[src/shared/pmt_map.svh]
// Purpose: Offsets, field positions, reset values and timing counts of the panel controller
// Assumes: 125 MHz pclk, APB byte addresses
// Notes:   Timing figures are kept in their own unit and converted in the module
`ifndef PMT_MAP_SVH
`define PMT_MAP_SVH

`define PMT_OFF_CTRL       8'h00
`define PMT_OFF_PASSWORD   8'h04
`define PMT_OFF_DEMAND     8'h08
`define PMT_OFF_STATUS     8'h0C
`define PMT_OFF_IRQ_STAT   8'h10
`define PMT_OFF_IRQ_MASK   8'h14

`define PMT_CTRL_AUTO_BIT  0
`define PMT_CTRL_LL_BIT    1

`define PMT_IRQ_TRIP       0
`define PMT_IRQ_RESTORE    1
`define PMT_IRQ_STORED     2
`define PMT_IRQ_PASS_FAIL  3

`define PMT_RST_CTRL       2'h1
`define PMT_RST_PASSWORD   8'h00
`define PMT_RST_DEMAND     8'h0F
`define PMT_DEMAND_MIN     8'h01
`define PMT_DEMAND_MAX     8'h3C

`define PMT_CLK_MHZ        125
`define PMT_TICK_US        1000
`define PMT_DEBOUNCE_MS    20
`define PMT_BLINK_MS       250
`define PMT_PHASE_MS       1000
`define PMT_RESTORE_MS     3000

`define PMT_SCREENS        5'd23
`define PMT_GROUPS         3'd6

`endif

[src/shared/pmt_pkg.sv]
// Purpose: Types shared by the panel controller and its bench
// Assumes: Constants live in pmt_map.svh
// Notes:   Display fields travel as one packed struct
package pmt_pkg;

  typedef enum logic [2:0] {
    ST_MEAS = 3'b000,
    ST_PASS = 3'b001,
    ST_MENU = 3'b010,
    ST_EDIT = 3'b011,
    ST_ERR  = 3'b100
  } pmt_ui_t;

  // Button index into the four-bit button bus
  typedef enum logic [1:0] {
    BTN_ESC  = 2'b00,
    BTN_SET  = 2'b01,
    BTN_UP   = 2'b10,
    BTN_DOWN = 2'b11
  } pmt_btn_t;

  typedef enum logic [2:0] {
    MT_HOME = 3'b000,
    MT_VLN  = 3'b001,
    MT_VLL  = 3'b010,
    MT_CUR  = 3'b011,
    MT_PWR  = 3'b100,
    MT_FRQ  = 3'b101
  } pmt_meas_t;

  typedef struct packed {
    pmt_ui_t   ui;
    logic [4:0] screen;
    pmt_meas_t meas_type;
    logic [3:0] variant;     // bit0 min, bit1 max, bit2 avg, bit3 demand
    logic       home_ll;
    logic [1:0] phase_num;
    logic       relay_closed;
    logic       rot_ok;
    logic       comm_on;
    logic       err_show;
    logic [3:0] err_code;
    logic [2:0] menu_group;
    logic [7:0] edit_value;
  } pmt_disp_t;

endpackage : pmt_pkg

[src/pmt_panel.sv]
// Purpose: Front-panel menu, measurement screens and trip display of a protection monitor
// Assumes: Front end on pclk; buttons are raw active-low pins
// Notes:   Zero-wait APB slave; one ms tick drives every slow timer
// Overview of operation
// - Trip opens relay, flashes backlight
// - Show latched trip cause code
// - Escape: home screen, or leave menu
// - Escape discards edit; manual reset in error
// - Set enters menu, edit, then stores
// - Up: next group, parameter, increment
// - Down: variants, parameter, decrement
// - Down cycles all screens then home
// - Up visits group heads, wraps home
// - Home screen first after power up
// - Home voltages follow protection type
// - Relay closed and open indicator
// - Phase rotation correct or reversed indicator
// - Phase, type, variant, comm indicators
// - Password gates menu, voltage group first
// - Demand interval edited, stored or abandoned
// - Auto or manual reclose after recovery
`timescale 1ns/100ps
`default_nettype none
`include "pmt_map.svh"

module pmt_panel #(
  parameter int TICK_CYCLES = `PMT_TICK_US * `PMT_CLK_MHZ
) (
  input  wire logic              pclk,
  input  wire logic              presetn,
  input  wire logic              psel,
  input  wire logic              penable,
  input  wire logic              pwrite,
  input  wire logic [7:0]        paddr,
  input  wire logic [31:0]       pwdata,
  output logic      [31:0]       prdata,
  output logic                   pready,
  output logic                   pslverr,
  input  wire logic [3:0]        btn_n,
  input  wire logic              trip_active,
  input  wire logic [3:0]        trip_cause,
  input  wire logic              restore_ok,
  input  wire logic              phase_order_ok,
  input  wire logic              comm_active,
  output logic                   relay_close,
  output logic                   backlight_on,
  output pmt_pkg::pmt_disp_t     disp,
  output logic                   irq
);
  import pmt_pkg::*;

  localparam logic [16:0] TICK_MAX    = 17'(TICK_CYCLES - 1);
  localparam logic [11:0] DEB_TICKS   = 12'(`PMT_DEBOUNCE_MS);
  localparam logic [11:0] BLINK_TICKS = 12'(`PMT_BLINK_MS);
  localparam logic [11:0] PHASE_TICKS = 12'(`PMT_PHASE_MS);
  localparam logic [11:0] REST_TICKS  = 12'(`PMT_RESTORE_MS);

  function automatic logic [2:0] grp_of(input logic [4:0] s);
    if (s == 5'd0)       return 3'd0;
    else if (s < 5'd5)   return 3'd1;
    else if (s < 5'd9)   return 3'd2;
    else if (s < 5'd14)  return 3'd3;
    else if (s < 5'd19)  return 3'd4;
    else                 return 3'd5;
  endfunction : grp_of

  function automatic logic [4:0] head_of(input logic [2:0] g);
    case (g)
      3'd1:    return 5'd1;
      3'd2:    return 5'd5;
      3'd3:    return 5'd9;
      3'd4:    return 5'd14;
      3'd5:    return 5'd19;
      default: return 5'd0;
    endcase
  endfunction : head_of

  // ms tick divider
  logic [16:0] div_q, div_d;
  logic        tick;

  always_comb begin
    tick  = (div_q == TICK_MAX);
    div_d = tick ? 17'h0_0000 : div_q + 17'h0_0001;
  end

  always_ff @(posedge pclk or negedge presetn) begin
    if (!presetn) div_q <= 17'h0_0000;
    else          div_q <= div_d;
  end

  // Buttons: two-flop sync, then debounce on stable level
  logic [3:0]  sy1_q, sy2_q, deb_q, deb_d, press;
  logic [11:0] dcnt_q [4];
  logic [11:0] dcnt_d [4];

  always_comb begin
    for (int i = 0; i < 4; i++) begin
      deb_d[i]  = deb_q[i];
      dcnt_d[i] = dcnt_q[i];
      if (sy2_q[i] == deb_q[i]) begin
        dcnt_d[i] = 12'h000;
      end else if (tick) begin
        if (dcnt_q[i] + 12'h001 >= DEB_TICKS) begin
          deb_d[i]  = sy2_q[i];
          dcnt_d[i] = 12'h000;
        end else begin
          dcnt_d[i] = dcnt_q[i] + 12'h001;
        end
      end
    end
    press = deb_d & ~deb_q & {4{tick}};
  end

  always_ff @(posedge pclk or negedge presetn) begin
    if (!presetn) begin
      sy1_q <= 4'h0;
      sy2_q <= 4'h0;
      deb_q <= 4'h0;
      for (int i = 0; i < 4; i++) dcnt_q[i] <= 12'h000;
    end else begin
      sy1_q <= ~btn_n;
      sy2_q <= sy1_q;
      deb_q <= deb_d;
      for (int i = 0; i < 4; i++) dcnt_q[i] <= dcnt_d[i];
    end
  end

  logic b_esc, b_set, b_up, b_dn;
  assign b_esc = press[BTN_ESC];
  assign b_set = press[BTN_SET];
  assign b_up  = press[BTN_UP];
  assign b_dn  = press[BTN_DOWN];

  // Registers written by software
  logic [1:0] ctrl_q, ctrl_d;
  logic [7:0] pwd_q, pwd_d, dem_q, dem_d;
  logic [3:0] ist_q, ist_d, imask_q, imask_d, ev;
  logic       wr_en, rd_en;
  logic [31:0] rdata_d;

  // User interface state
  pmt_ui_t    st_q, st_d;
  logic [4:0] scr_q, scr_d;
  logic [2:0] grp_q, grp_d;
  logic [7:0] edit_q, edit_d, code_q, code_d;
  logic [3:0] err_q, err_d;
  logic       relay_q, relay_d;
  logic [11:0] rcnt_q, rcnt_d, bcnt_q, bcnt_d, pcnt_q, pcnt_d;
  logic       blink_q, blink_d;
  logic [1:0] ph_q, ph_d;
  logic       store_ev, leave_err;

  always_comb begin
    st_d      = st_q;
    scr_d     = scr_q;
    grp_d     = grp_q;
    edit_d    = edit_q;
    code_d    = code_q;
    err_d     = err_q;
    relay_d   = relay_q;
    rcnt_d    = rcnt_q;
    store_ev  = 1'b0;
    leave_err = 1'b0;
    ev        = 4'h0;
    if (trip_active && st_q != ST_ERR) begin
      st_d    = ST_ERR;
      err_d   = trip_cause;
      relay_d = 1'b0;
      rcnt_d  = 12'h000;
      ev[`PMT_IRQ_TRIP] = 1'b1;
    end else begin
      unique case (st_q)
        ST_MEAS: begin
          if (b_esc) begin
            scr_d = 5'd0;
          end else if (b_set) begin
            st_d   = ST_PASS;
            code_d = 8'h00;
          end else if (b_up) begin
            scr_d = (grp_of(scr_q) == 3'd5) ? 5'd0 : head_of(grp_of(scr_q) + 3'd1);
          end else if (b_dn) begin
            scr_d = (scr_q == `PMT_SCREENS - 5'd1) ? 5'd0 : scr_q + 5'd1;
          end
        end
        ST_PASS: begin
          if (b_esc) begin
            st_d = ST_MEAS;
          end else if (b_up) begin
            code_d = code_q + 8'h01;
          end else if (b_dn) begin
            code_d = code_q - 8'h01;
          end else if (b_set) begin
            if (code_q == pwd_q) begin
              st_d  = ST_MENU;
              grp_d = 3'd0;
            end else begin
              st_d = ST_MEAS;
              ev[`PMT_IRQ_PASS_FAIL] = 1'b1;
            end
          end
        end
        ST_MENU: begin
          if (b_esc) begin
            st_d = ST_MEAS;
          end else if (b_up) begin
            grp_d = (grp_q == `PMT_GROUPS - 3'd1) ? 3'd0 : grp_q + 3'd1;
          end else if (b_dn) begin
            grp_d = (grp_q == 3'd0) ? `PMT_GROUPS - 3'd1 : grp_q - 3'd1;
          end else if (b_set && grp_q == 3'd4) begin
            st_d   = ST_EDIT;
            edit_d = dem_q;
          end
        end
        ST_EDIT: begin
          if (b_esc) begin
            st_d = ST_MENU;
          end else if (b_set) begin
            st_d     = ST_MENU;
            store_ev = 1'b1;
            ev[`PMT_IRQ_STORED] = 1'b1;
          end else if (b_up && edit_q < `PMT_DEMAND_MAX) begin
            edit_d = edit_q + 8'h01;
          end else if (b_dn && edit_q > `PMT_DEMAND_MIN) begin
            edit_d = edit_q - 8'h01;
          end
        end
        ST_ERR: begin
          // Latched until recovery, even if the cause drops early
          if (!restore_ok || trip_active) begin
            rcnt_d = 12'h000;
          end else if (b_esc) begin
            leave_err = 1'b1;
          end else if (ctrl_q[`PMT_CTRL_AUTO_BIT] && tick) begin
            if (rcnt_q + 12'h001 >= REST_TICKS) leave_err = 1'b1;
            else rcnt_d = rcnt_q + 12'h001;
          end
          if (leave_err) begin
            st_d    = ST_MEAS;
            scr_d   = 5'd0;
            relay_d = 1'b1;
            rcnt_d  = 12'h000;
            ev[`PMT_IRQ_RESTORE] = 1'b1;
          end
        end
        default: st_d = ST_MEAS;
      endcase
    end
  end

  // Flashing backlight and phase indicator rotation
  always_comb begin
    bcnt_d  = bcnt_q;
    blink_d = blink_q;
    pcnt_d  = pcnt_q;
    ph_d    = ph_q;
    if (st_q != ST_ERR) begin
      bcnt_d  = 12'h000;
      blink_d = 1'b1;
    end else if (tick) begin
      if (bcnt_q + 12'h001 >= BLINK_TICKS) begin
        bcnt_d  = 12'h000;
        blink_d = ~blink_q;
      end else begin
        bcnt_d = bcnt_q + 12'h001;
      end
    end
    if (tick) begin
      if (pcnt_q + 12'h001 >= PHASE_TICKS) begin
        pcnt_d = 12'h000;
        ph_d   = (ph_q == 2'd3) ? 2'd1 : ph_q + 2'd1;
      end else begin
        pcnt_d = pcnt_q + 12'h001;
      end
    end
  end

  always_ff @(posedge pclk or negedge presetn) begin
    if (!presetn) begin
      st_q    <= ST_MEAS;
      scr_q   <= 5'd0;
      grp_q   <= 3'd0;
      edit_q  <= 8'h00;
      code_q  <= 8'h00;
      err_q   <= 4'h0;
      relay_q <= 1'b1;
      rcnt_q  <= 12'h000;
      bcnt_q  <= 12'h000;
      blink_q <= 1'b1;
      pcnt_q  <= 12'h000;
      ph_q    <= 2'd1;
    end else begin
      st_q    <= st_d;
      scr_q   <= scr_d;
      grp_q   <= grp_d;
      edit_q  <= edit_d;
      code_q  <= code_d;
      err_q   <= err_d;
      relay_q <= relay_d;
      rcnt_q  <= rcnt_d;
      bcnt_q  <= bcnt_d;
      blink_q <= blink_d;
      pcnt_q  <= pcnt_d;
      ph_q    <= ph_d;
    end
  end

  // Display word
  pmt_disp_t disp_d;
  logic      bl_d;
  logic [4:0] off;

  always_comb begin
    off              = scr_q - head_of(grp_of(scr_q));
    disp_d.ui        = st_q;
    disp_d.screen    = scr_q;
    disp_d.meas_type = pmt_meas_t'(grp_of(scr_q));
    disp_d.variant   = 4'h0;
    if (off != 5'd0) disp_d.variant[off[1:0] - 2'd1] = 1'b1;
    disp_d.home_ll      = ctrl_q[`PMT_CTRL_LL_BIT];
    disp_d.phase_num    = ph_q;
    disp_d.relay_closed = relay_q;
    disp_d.rot_ok       = phase_order_ok;
    disp_d.comm_on      = comm_active;
    disp_d.err_show     = (st_q == ST_ERR);
    disp_d.err_code     = err_q;
    disp_d.menu_group   = grp_q;
    disp_d.edit_value   = (st_q == ST_PASS) ? code_q : edit_q;
    bl_d                = (st_q == ST_ERR) ? blink_q : 1'b1;
  end

  always_ff @(posedge pclk or negedge presetn) begin
    if (!presetn) begin
      disp         <= '0;
      relay_close  <= 1'b1;
      backlight_on <= 1'b1;
    end else begin
      disp         <= disp_d;
      relay_close  <= relay_q;
      backlight_on <= bl_d;
    end
  end

  // APB slave, zero wait states
  logic hit;
  always_comb begin
    hit = (paddr == `PMT_OFF_CTRL) || (paddr == `PMT_OFF_PASSWORD) || (paddr == `PMT_OFF_DEMAND) ||
          (paddr == `PMT_OFF_STATUS) || (paddr == `PMT_OFF_IRQ_STAT) || (paddr == `PMT_OFF_IRQ_MASK);
    pready  = 1'b1;
    pslverr = psel & penable & ~hit;
    wr_en   = psel & penable & pwrite & hit;
    rd_en   = psel & ~penable & ~pwrite;
    ctrl_d  = ctrl_q;
    pwd_d   = pwd_q;
    dem_d   = dem_q;
    imask_d = imask_q;
    ist_d   = ist_q;
    if (wr_en) begin
      unique case (paddr)
        `PMT_OFF_CTRL:     ctrl_d  = pwdata[1:0];
        `PMT_OFF_PASSWORD: pwd_d   = pwdata[7:0];
        `PMT_OFF_DEMAND:   dem_d   = pwdata[7:0];
        `PMT_OFF_IRQ_STAT: ist_d   = ist_q & ~pwdata[3:0];
        `PMT_OFF_IRQ_MASK: imask_d = pwdata[3:0];
        default: ;
      endcase
    end
    // Panel store beats a same-cycle software write; set beats clear
    if (store_ev) dem_d = edit_q;
    ist_d = ist_d | ev;
    rdata_d = 32'h0000_0000;
    unique case (paddr)
      `PMT_OFF_CTRL:     rdata_d[1:0] = ctrl_q;
      `PMT_OFF_PASSWORD: rdata_d[7:0] = pwd_q;
      `PMT_OFF_DEMAND:   rdata_d[7:0] = dem_q;
      `PMT_OFF_STATUS:   rdata_d[15:0] = {relay_q, err_q, st_q, scr_q, 3'b000};
      `PMT_OFF_IRQ_STAT: rdata_d[3:0] = ist_q;
      `PMT_OFF_IRQ_MASK: rdata_d[3:0] = imask_q;
      default: ;
    endcase
  end

  always_ff @(posedge pclk or negedge presetn) begin
    if (!presetn) begin
      ctrl_q  <= `PMT_RST_CTRL;
      pwd_q   <= `PMT_RST_PASSWORD;
      dem_q   <= `PMT_RST_DEMAND;
      ist_q   <= 4'h0;
      imask_q <= 4'h0;
      prdata  <= 32'h0000_0000;
      irq     <= 1'b0;
    end else begin
      ctrl_q  <= ctrl_d;
      pwd_q   <= pwd_d;
      dem_q   <= dem_d;
      ist_q   <= ist_d;
      imask_q <= imask_d;
      if (rd_en) prdata <= rdata_d;
      irq     <= |(ist_d & imask_d);
    end
  end

endmodule : pmt_panel

`default_nettype wire

[config.mk]
export PLATFORM = sky130hd
export DESIGN_NAME = pmt_panel
export DESIGN_NICKNAME = d
export VERILOG_FILES = /design/src/shared/pmt_pkg.sv /design/src/pmt_panel.sv
export VERILOG_INCLUDE_DIRS = /design/src /design/src/shared
export SDC_FILE = /design/constraint.sdc
export NUM_CORES = 1
export LEC_CHECK = 0
export BUFFER_PORTS_ARGS = -buffer_cell sky130_fd_sc_hd__buf_2
export CAP_MARGIN = 20
export CORE_MARGIN = 2
export CORE_UTILIZATION = 25
export CTS_CLUSTER_SIZE = 14
export DETAILED_ROUTE_END_ITERATION = 10
export PLACE_DENSITY = 0.46
export SLEW_MARGIN = 30
export SYNTH_ARGS = -nofsm -noshare
export SYNTH_HDL_FRONTEND = slang
export SYNTH_SLANG_ARGS = --single-unit
[constraint.sdc]
create_clock -name pclk -period 7.94 [get_ports pclk]
set_input_delay 0.397 -clock pclk [delete_from_list [all_inputs] [get_ports pclk]]
set_output_delay 0.397 -clock pclk [all_outputs]
set_load 0.01 [all_outputs]
Yosys cells after proc, flatten, opt, wreduce, memory -nomap -nowiden

Index checks and enable logic that the tools add are counted.

Input bits: 57
Logic and storage cells: 344
Output and inout port bits: 74
Register bits after elaboration: 230

Muxes and demuxes: 141
$lt $le $gt $ge: 15
Equality and inequality tests: 62
Reduce and logical (&&, ||, !) cells: 46
$add $sub $neg: 19
Bitwise logic cells: 19

Operators by type and width:

| operator                                                            | count |
|---|---|
| 2-to-1 mux 12 bit                                                   | 23 |
| 2-to-1 mux 8 bit                                                    | 18 |
| 2-to-1 mux 3 bit                                                    | 34 |
| adder 12 x 1 -> 12 bit (second input constant)                      | 7 |
| one-hot mux 5 bit (5 select lines)                                  | 2 |
| greater-or-equal comparator 12 x 5 -> 1 bit (second input constant) | 4 |
| 2-to-1 mux 1 bit                                                    | 40 |
| 2-to-1 mux 5 bit                                                    | 7 |
| inequality test 4 bit (second input constant)                       | 8 |
| one-hot mux 8 bit (2 select lines)                                  | 2 |
| nonzero test 2 bit                                                  | 14 |
| inequality test 2 bit (second input constant)                       | 13 |
| equality test 3 bit (second input constant)                         | 8 |
| inequality test 3 bit (second input constant)                       | 7 |
| 2-to-1 mux 4 bit                                                    | 5 |
| one-hot mux 2 bit (5 select lines)                                  | 2 |
| equality test 3 x 2 -> 1 bit (second input constant)                | 6 |
| AND reduction 9 bit                                                 | 2 |
| adder 17 x 1 -> 17 bit (second input constant)                      | 1 |
| equality test 17 bit (second input constant)                        | 1 |
| 2-to-1 mux 17 bit                                                   | 1 |
| adder 8 x 1 -> 8 bit (second input constant)                        | 2 |
| AND 4 bit                                                           | 4 |
| equality test 8 x 4 -> 1 bit (second input constant)                | 2 |
| 52 further kinds                                                    | 89 |

Logic depth before layout (Yosys ltp)

Gate-level depths: netlist of run 1.

Depth after elaboration: 20
Mapped depth: 17
Mapped depth without buffers: 17

Worst setup path after synthesis of run 1

OpenSTA, ideal clock, no wires.

Kind: register to register
Start point: register dcnt_q[12] in the netlist's numbering
End point: register code_q[7]
Data required time: 7.816 ns
Cell stages (with the launch flop): 18
Setup time: 0.124 ns
Clock period less this slack: 3.614 ns
Slack: 4.326 ns
Arrival: 3.490 ns
Path buffers: 1
Cells stage by stage: dfrtp_1 -> ha_1 -> nand2_1 -> or4_4 -> nand3_2 -> a21bo_4 -> o21ai_4 -> buf_2 -> ha_1 -> a21o_1 -> a21oi_1 -> o21bai_1 -> a21oi_1 -> o21bai_1 -> a21oi_1 -> xnor2_1 -> nor3b_1 -> o21bai_1

Cells in the longest elaborated chain, start to end: 10
Elaborated cells on any way between the ends: 12
Classes of those cells: add/sub (1); order compare (1); eq/ne (1); mux (6); bitwise (2); reduce/logical (1)

Ends and longest elaborated chain:

| element                                       | line             | RTL |
|---|---|---|
| start, declared                               | pmt_panel.sv:94  | `logic [11:0] dcnt_q [4];` |
| adder 12 x 1 -> 12 bit *                      | pmt_panel.sv:104 | `if (dcnt_q[i] + 12'h001 >= DEB_TICKS) begin` |
| greater-or-equal comparator 12 x 5 -> 1 bit * | pmt_panel.sv:104 |  |
| 2-to-1 mux 1 bit *                            | pmt_panel.sv:104 |  |
| 2-to-1 mux 1 bit *                            | pmt_panel.sv:103 | `end else if (tick) begin` |
| 2-to-1 mux 1 bit *                            | pmt_panel.sv:101 | `if (sy2_q[i] == deb_q[i]) begin` |
| AND 4 bit * (2 in series)                     | pmt_panel.sv:112 | `press = deb_d & ~deb_q & {4{tick}};` |
| 2-to-1 mux 8 bit                              | pmt_panel.sv:189 | `end else if (b_up) begin` |
| 2-to-1 mux 8 bit                              | pmt_panel.sv:187 | `if (b_esc) begin` |
| one-hot mux 8 bit (2 select lines)            | pmt_panel.sv:173 | `unique case (st_q)` |
| end signal, assigned                          | pmt_panel.sv:297 | `code_q <= code_d;` |
| end, declared                                 | pmt_panel.sv:146 | `logic [7:0] edit_q, edit_d, code_q, code_d;` |

Mark *: on every way between the ends. The rest lies on a longest branch, timed or not. The select of a mux whose other input is x is not followed.
A chain may end at the register's enable or synchronous reset.

Worst setup path after layout of run 1

Ends and elaborated chain as after synthesis.

==> results of run 1 <==
-- worst paths after layout --
| check | slack [ps] | depth (start not counted) | endpoint | startpoint |
|---|---|---|---|---|
| max in group asynchronous | 6110 | 4 | backlight_on$_DFF_PN1_ | presetn |
| worst min register to register | 360 | 0 | sy2_q[2]$_DFF_PN0_ | sy1_q[2]$_DFF_PN0_ |
| worst max-delay path | 3840 | 16 | code_q[7]$_DFFE_PN0P_ | dcnt_q[12]$_DFFE_PN0P_ |
| worst min-delay path | 70 | 2 | err_q[3]$_DFFE_PN0P_ | trip_cause[3] |
| worst max register to register | 3840 | 16 | code_q[7]$_DFFE_PN0P_ | dcnt_q[12]$_DFFE_PN0P_ |
| min in group asynchronous | 450 | 2 | disp[28]$_DFF_PN0_ | presetn |
-- layer usage --
metal / vias to the layer above / routed length (um) / GRT usage, %
met3: 42 / 1200 / 1.85
met2: 141 / 14300 / 19.9
li1: 4799 / - / -
met5: - / 0 / 0
met1: 4734 / 14400 / 16.4
met4: 0 / 668 / 3.27
-- cells in the mapped netlist, drive strengths merged, types with 7 or more instances --
cell type and instances:
a31oi 12, and3 36, a22o 11, mux2i 14, nand3 54, clkbuf 43, xnor2 30, nand2 130
nand2b 18, o211ai 8, dfstp 10, or2 7, o22ai 9, dfrtp 220, or3 12, and4 7
nor4 11, nor2b 17, nor2 97, buf 30, o21ai 97, a221oi 8, and2 39, ha 35
a21oi 59, a211oi 9, o31ai 32, nand3b 7, nand4 15, inv 45, mux2 38, xor2 17
a21o 11, nor3 31
-- layout make-up --
class / instances / area [um^2]
fill: 5128 / 34600
multi-input combinational: 968 / 6270
sequential: 230 / 5770
tap: 664 / 831
clock buffer: 37 / 764
timing repair buffer: 105 / 606
inverter: 46 / 173
clock inverter: 15 / 159
-- metrics by stage --
| stage | instances | worst slack, ps | hold WS, ps | utilization [%] | area (um^2) |
|---|---|---|---|---|---|
| after detailed placement | 2006 | 3860 | 344 | 27.6 | 13600 |
| after global routing | 2065 | 3370 | 51.2 | 29.6 | 14600 |
| after floorplan | 1317 | 4330 | 101 | - | 12600 |
| after global placement | 2005 | 3910 | 343 | 27.6 | 13600 |
| final | 2065 | 3840 | 67.9 | 29.6 | 14600 |
| after CTS | 2065 | 3860 | 34.5 | 29.6 | 14600 |
-- power groups by stage --
stage	Sequential, W	Clock (W)	Combinational (W)
final	0.00124	0.00127	0.000166
after global routing	0.00125	0.00137	0.000188
after CTS	0.00124	0.00132	0.000169
after detailed placement	0.00126	0	0.000166
after global placement	0.00126	0	0.000166
after floorplan	0.00126	0	0.0000800
-- timing repair --
| action | 4_1_cts | 5_1_grt |
|---|---|---|
| endpoints found under the hold margin | 98 | 0 |
| endpoints found under the setup margin | 0 | 0 |
| setup buffers | 0 | 0 |
| hold buffers | 7 | 0 |
-- sequential cells by signal (all words and copies together), names as in the netlist, 5 cells and up --
signal	flops
dem_q	8
rcnt_q	12
disp	37
bcnt_q	12
dcnt_q	48
prdata	16
code_q	8
edit_q	8
pcnt_q	12
div_q	17
scr_q	5
pwd_q	8
-- cell families (layout without fill, tap and decap cells) --
group	count (synthesis)	in the layout
simple gates	502	502
compound gates	313	313
flops	230	230
buf+inv	119	203
mux	52	52
xor+xnor	47	47
fa+ha+maj	37	37
other cells	2	17
==> results.toml, run 1 <==
[timing]
relSlewSlack_pct = 38.2
finalSetupViolCount = 0
max_freq_mhz = 244
worstMarginPinSlew_ps = 925
skew_ps = 21.9
tns_ps = 0
hold_viol_final = 0
period_minus_slack_ps = 4100
grt_setup_unrepaired = "false"
period_share_pct = 51.7
slew_viol_final = 0

[synth]
synth_cell_types = 93
postSynthCellCount = 1302
yosysTopAreaCellShare_pct = 44.0
synthMuxAreaShare_pct = 4.54
postSynthAreaPerCell_um2 = 9.60
synth-edff-count = 0
synth_top_family_by_area = "simple AND/OR/NAND/NOR gates"
syn_area_mm2 = 0.0125
synthXorXnorAreaFrac_pct = 3.29
yosys.area_share.simple_pct = 20.8
synthArstFlopShare_pct = 100
synthFlopType = "dfrtp_1"
ys_warn_count = 0
synth-seq-cells = 230
synth_compound_area_share_pct = 17.0
yosysSeqAreaShare_pct = 46.1
synth_adder_area_share_pct = 3.82
synth_area_leaders = "dfrtp_1 44%, nand2_1 3.8%, ha_1 3.5%"
synth_largest_area_cell = "dfrtp_1"

[pwr]
power.internal_w = 0.00202
swShare_pct = 24.6
power.share.clock_pct = 47.4
max-vdd-ir-drop_mv = 0.142
p_per_area_mw_per_mm2 = 184
leakagePower_nw = 6.43
pwr-share-comb_pct = 6.2
power_frac_seq_pct = 46.4
power.total_w = 0.00268
p_sw_w = 0.000658

[floorplanning]
die_x_um = 228
die_h_um = 228
rows = 81
initial_core_util_pct = 25.4
pin_count = 131
die-area_mm2 = 0.0518
core_area_mm2 = 0.0492

[clock_tree]
cts_tree = "done"
clockBufferDepth = 3
cts-resized-gates = 0
worst_skew_pair.late_latency_ps = 570
htree_levels = 1
clk_pin_slew_ps = 60
numCtsBuffers = 28
cts_root_buf = "clkbuf_16"
cts_sinks = 230

[grt]
grt_pass1_vias = 9565
antenna_found_initial = 0
grt_max_degree = 96
grt_usage_pct = 12.0
grt_remaining_overflow = 0
grt_pass1_wl_mm = 51.2

[min_path]
min_path_type = "input pin to flop"

[outcome]
status = "finished, final reports clean"

[placed_design]
gp_congestion = 0.758
detailed_place_hpwl_mm = 21.5
numPortBuffers = 89

[layout]
syn_to_final_growth_pct = 16.6
n_antenna_cell = 0
mostFrequentLayoutCell = "dfrtp_1"
mostFrequentLayoutCells = "220 x dfrtp_1, 128 x nand2_1, 97 x nor2_1"
layout-drive-gt1-share_pct = 16.5
finish.net_count = 1473

[setup_path]
cp_max_fo = 19
startpoint_type = "flop"
slowest_delay_ps = 510
cp_num_buf_inv = 0
arrival_ps = 4550
worstSetupPathType = "flop to flop"
end_kind = "flop"
crit_required_ps = 8380
crit_path_top_delay_cell = "or4_4"
cp_cell_sequence = "ha_1, nand2_1, or4_4, nand3_2, a21bo_4, o21ai_4, ha_1, a21o_1, a21oi_1, o21bai_1, a21oi_1, o21bai_1, a21oi_1, xnor2_1, nor3b_1, o21bai_1"
cp_top_family = "compound AO/OA/AOI/OAI gates"

[route]
drc = 0
wl_per_cell_um = 14.8
vias = 9716
drt-total-wl_mm = 30.6
vias_per_cell = 4.71
drtPass1Iterations = 5
drt_iter0_drc = 558
final_antenna_net_count = 0

[flow_run]
cap_violations = 0
Note: power is estimated with default switching activity, not from simulation.
==> run 2: changes to the inputs <==
- PLACE_DENSITY: 0.46 -> 0.48
- clock period: 7.94 -> 3.6 ns (I/O delays scaled with it)
==> run 2 against run 1 <==
Compared with the run above:
- via count is 1.9% higher
- die area stayed put
- critical path depth is 1 higher
- routed wire length is 1.7% higher
- flip-flop and latch count stayed put
- fmax is 23% higher
- design area is 3.9% higher
- combinational power is 130% higher
- register-to-register slack worse by 3600 ps
- non-clock buffer count is 41 higher
- largest cell class unchanged
- largest power group unchanged
==> results.toml, run 2 (synthesis results as in run 1) <==
[outcome]
status = "finished, final reports clean"

[setup_path]
cp_max_fo = 18
startpoint_type = "flop"
cp_num_buf_inv = 3
crit_required_ps = 4070
cp_top_family = "simple AND/OR/NAND/NOR gates"
cp_cell_sequence = "nand3_2, or4_4, nand3_2, a21bo_4, o21ai_4, buf_12, inv_1, fa_1, inv_1, a21oi_1, o21bai_2, a21oi_1, nor2_1, nor2_1, xnor2_1, nand2_1, o21ai_1"
r2r_slack_ps = 260
end_kind = "flop"
reg2reg_depth = 17
slowest_delay_ps = 550
r2r_end = "code_q[6]$_DFFE_PN0P_"
worstSetupPathType = "flop to flop"
r2r-start = "dcnt_q[14]$_DFFE_PN0P_"
arrival_ps = 3810
crit_path_top_delay_cell = "or4_4"

[min_path]
min_path_type = "input pin to flop"
whs_endpoint = "st_q[2]$_DFFE_PN0P_"
hp-start = "trip_active"
min_path_cells = 2

[timing]
slew_viol_final = 0
max_freq_mhz = 299
finalSetupViolCount = 0
skew_ps = 12.8
tns_ps = 0
setup_ws_ps = 256
period_share_pct = 92.9
grt_setup_unrepaired = "false"
relSlewSlack_pct = 49.3
period_minus_slack_ps = 3340
hold_viol_final = 0
timing.hold.ws_ps = 27.3
worstMarginPinSlew_ps = 761

[route]
drt_iter0_drc = 614
wl_per_cell_um = 14.8
final_antenna_net_count = 0
drtPass1Iterations = 5
vias = 9900
vias_per_cell = 4.70
drt-total-wl_mm = 31.1
drc = 0

[pwr]
p_per_area_mw_per_mm2 = 429
swShare_pct = 22.5
max-vdd-ir-drop_mv = 0.344
power.internal_w = 0.00504
power.share.clock_pct = 52.0
power_frac_seq_pct = 42.1
pwr-share-comb_pct = 5.9
leakagePower_nw = 6.73
power.total_w = 0.00650
p_sw_w = 0.00146

[grt]
grt_pass1_wl_mm = 50.9
grt_max_degree = 95
grt_pass1_vias = 9643
antenna_found_initial = 0
grt_usage_pct = 12.1
grt_remaining_overflow = 0

[placed_design]
gp_congestion = 0.828
numPortBuffers = 89
dpl_cell_area_mm2 = 0.0138
detailed_place_hpwl_mm = 22.0
pre_cts_ws_ps = 160

[clock_tree]
htree_levels = 1
cts_root_buf = "clkbuf_16"
worst_skew_pair.late_latency_ps = 550
post_cts_buffers = 0
clockBufferDepth = 3
clk_pin_slew_ps = 60
cts_sinks = 230
cts_tree = "done"
numCtsBuffers = 28

[layout]
n_antenna_cell = 0
mostFrequentLayoutCell = "dfrtp_1"
largest_reg_flops = 48
final_area_mm2 = 0.0151
layout-drive-gt1-share_pct = 18.6
largestRegisters = "dcnt_q x48, disp x37, div_q x17"
regMostFlops = "dcnt_q"
mostFrequentLayoutCells = "219 x dfrtp_1, 128 x nand2_1, 97 x nor2_1"
finish.net_count = 1514
syn_to_final_growth_pct = 21.1

[floorplanning]
initial_core_util_pct = 25.4
core_area_mm2 = 0.0492
die-area_mm2 = 0.0518
pin_count = 131
rows = 81
die_x_um = 228
die_h_um = 228

[flow_run]
cap_violations = 0
## run 2: metrics by stage
stage	instances	utilization (%)
finish	2105	30.8
global route	2105	30.8
CTS	2105	30.8
detailed placement	2034	28.1
global placement	2034	28.1
floorplan	1317	-
## run 2: power groups by stage
stage / Clock [W] / Combinational (W) / Sequential, W
after detailed placement: 0 / 0.000374 / 0.00279
after global routing: 0.00359 / 0.000435 / 0.00275
after floorplan: 0 / 0.000177 / 0.00279
final: 0.00338 / 0.000382 / 0.00274
after global placement: 0 / 0.000373 / 0.00278
after CTS: 0.00349 / 0.000393 / 0.00274
## run 2: cell type report
class	count	area (um^2)
Clock buffer	32	757
Inverter	46	173
Fill cell	5063	34000
Tap cell	664	831
Timing Repair Buffer	146	971
Sequential cell	230	5770
Clock inverter	19	358
Multi-Input combinational cell	968	6280
## run 2: layer usage
layer  GRT usage (%)  routed length (um)  up-vias
met2            19.8               14400      187
met3            2.06                1360       38
li1                -                   -     4874
met5               0                   0        -
met4            3.54                 657        0
met1            16.3               14700     4801
## run 2: how the worst max path moves through the flow
stage                           startpoint               endpoint  slack (ps)  cells after the start
floorplan           dcnt_q[12]$_DFFE_PN0P_  code_q[7]$_DFFE_PN0P_          50                     17
global placement        div_q[0]$_DFF_PN0_  code_q[7]$_DFFE_PN0P_         220                     18
detailed placement    scr_q[0]$_DFFE_PN0P_     disp[25]$_DFF_PN0_         160                     16
CTS                   scr_q[0]$_DFFE_PN0P_     disp[25]$_DFF_PN0_         150                     16
global route        dcnt_q[12]$_DFFE_PN0P_  code_q[6]$_DFFE_PN0P_           5                     18
finish              dcnt_q[14]$_DFFE_PN0P_  code_q[6]$_DFFE_PN0P_         260                     17
## run 2: what timing repair did
item | CTS | global route
gates resized for setup | 0 | 5
endpoints found under the hold margin | 123 | 0
endpoints found under the setup margin | 0 | 3
hold buffers | 20 | 0
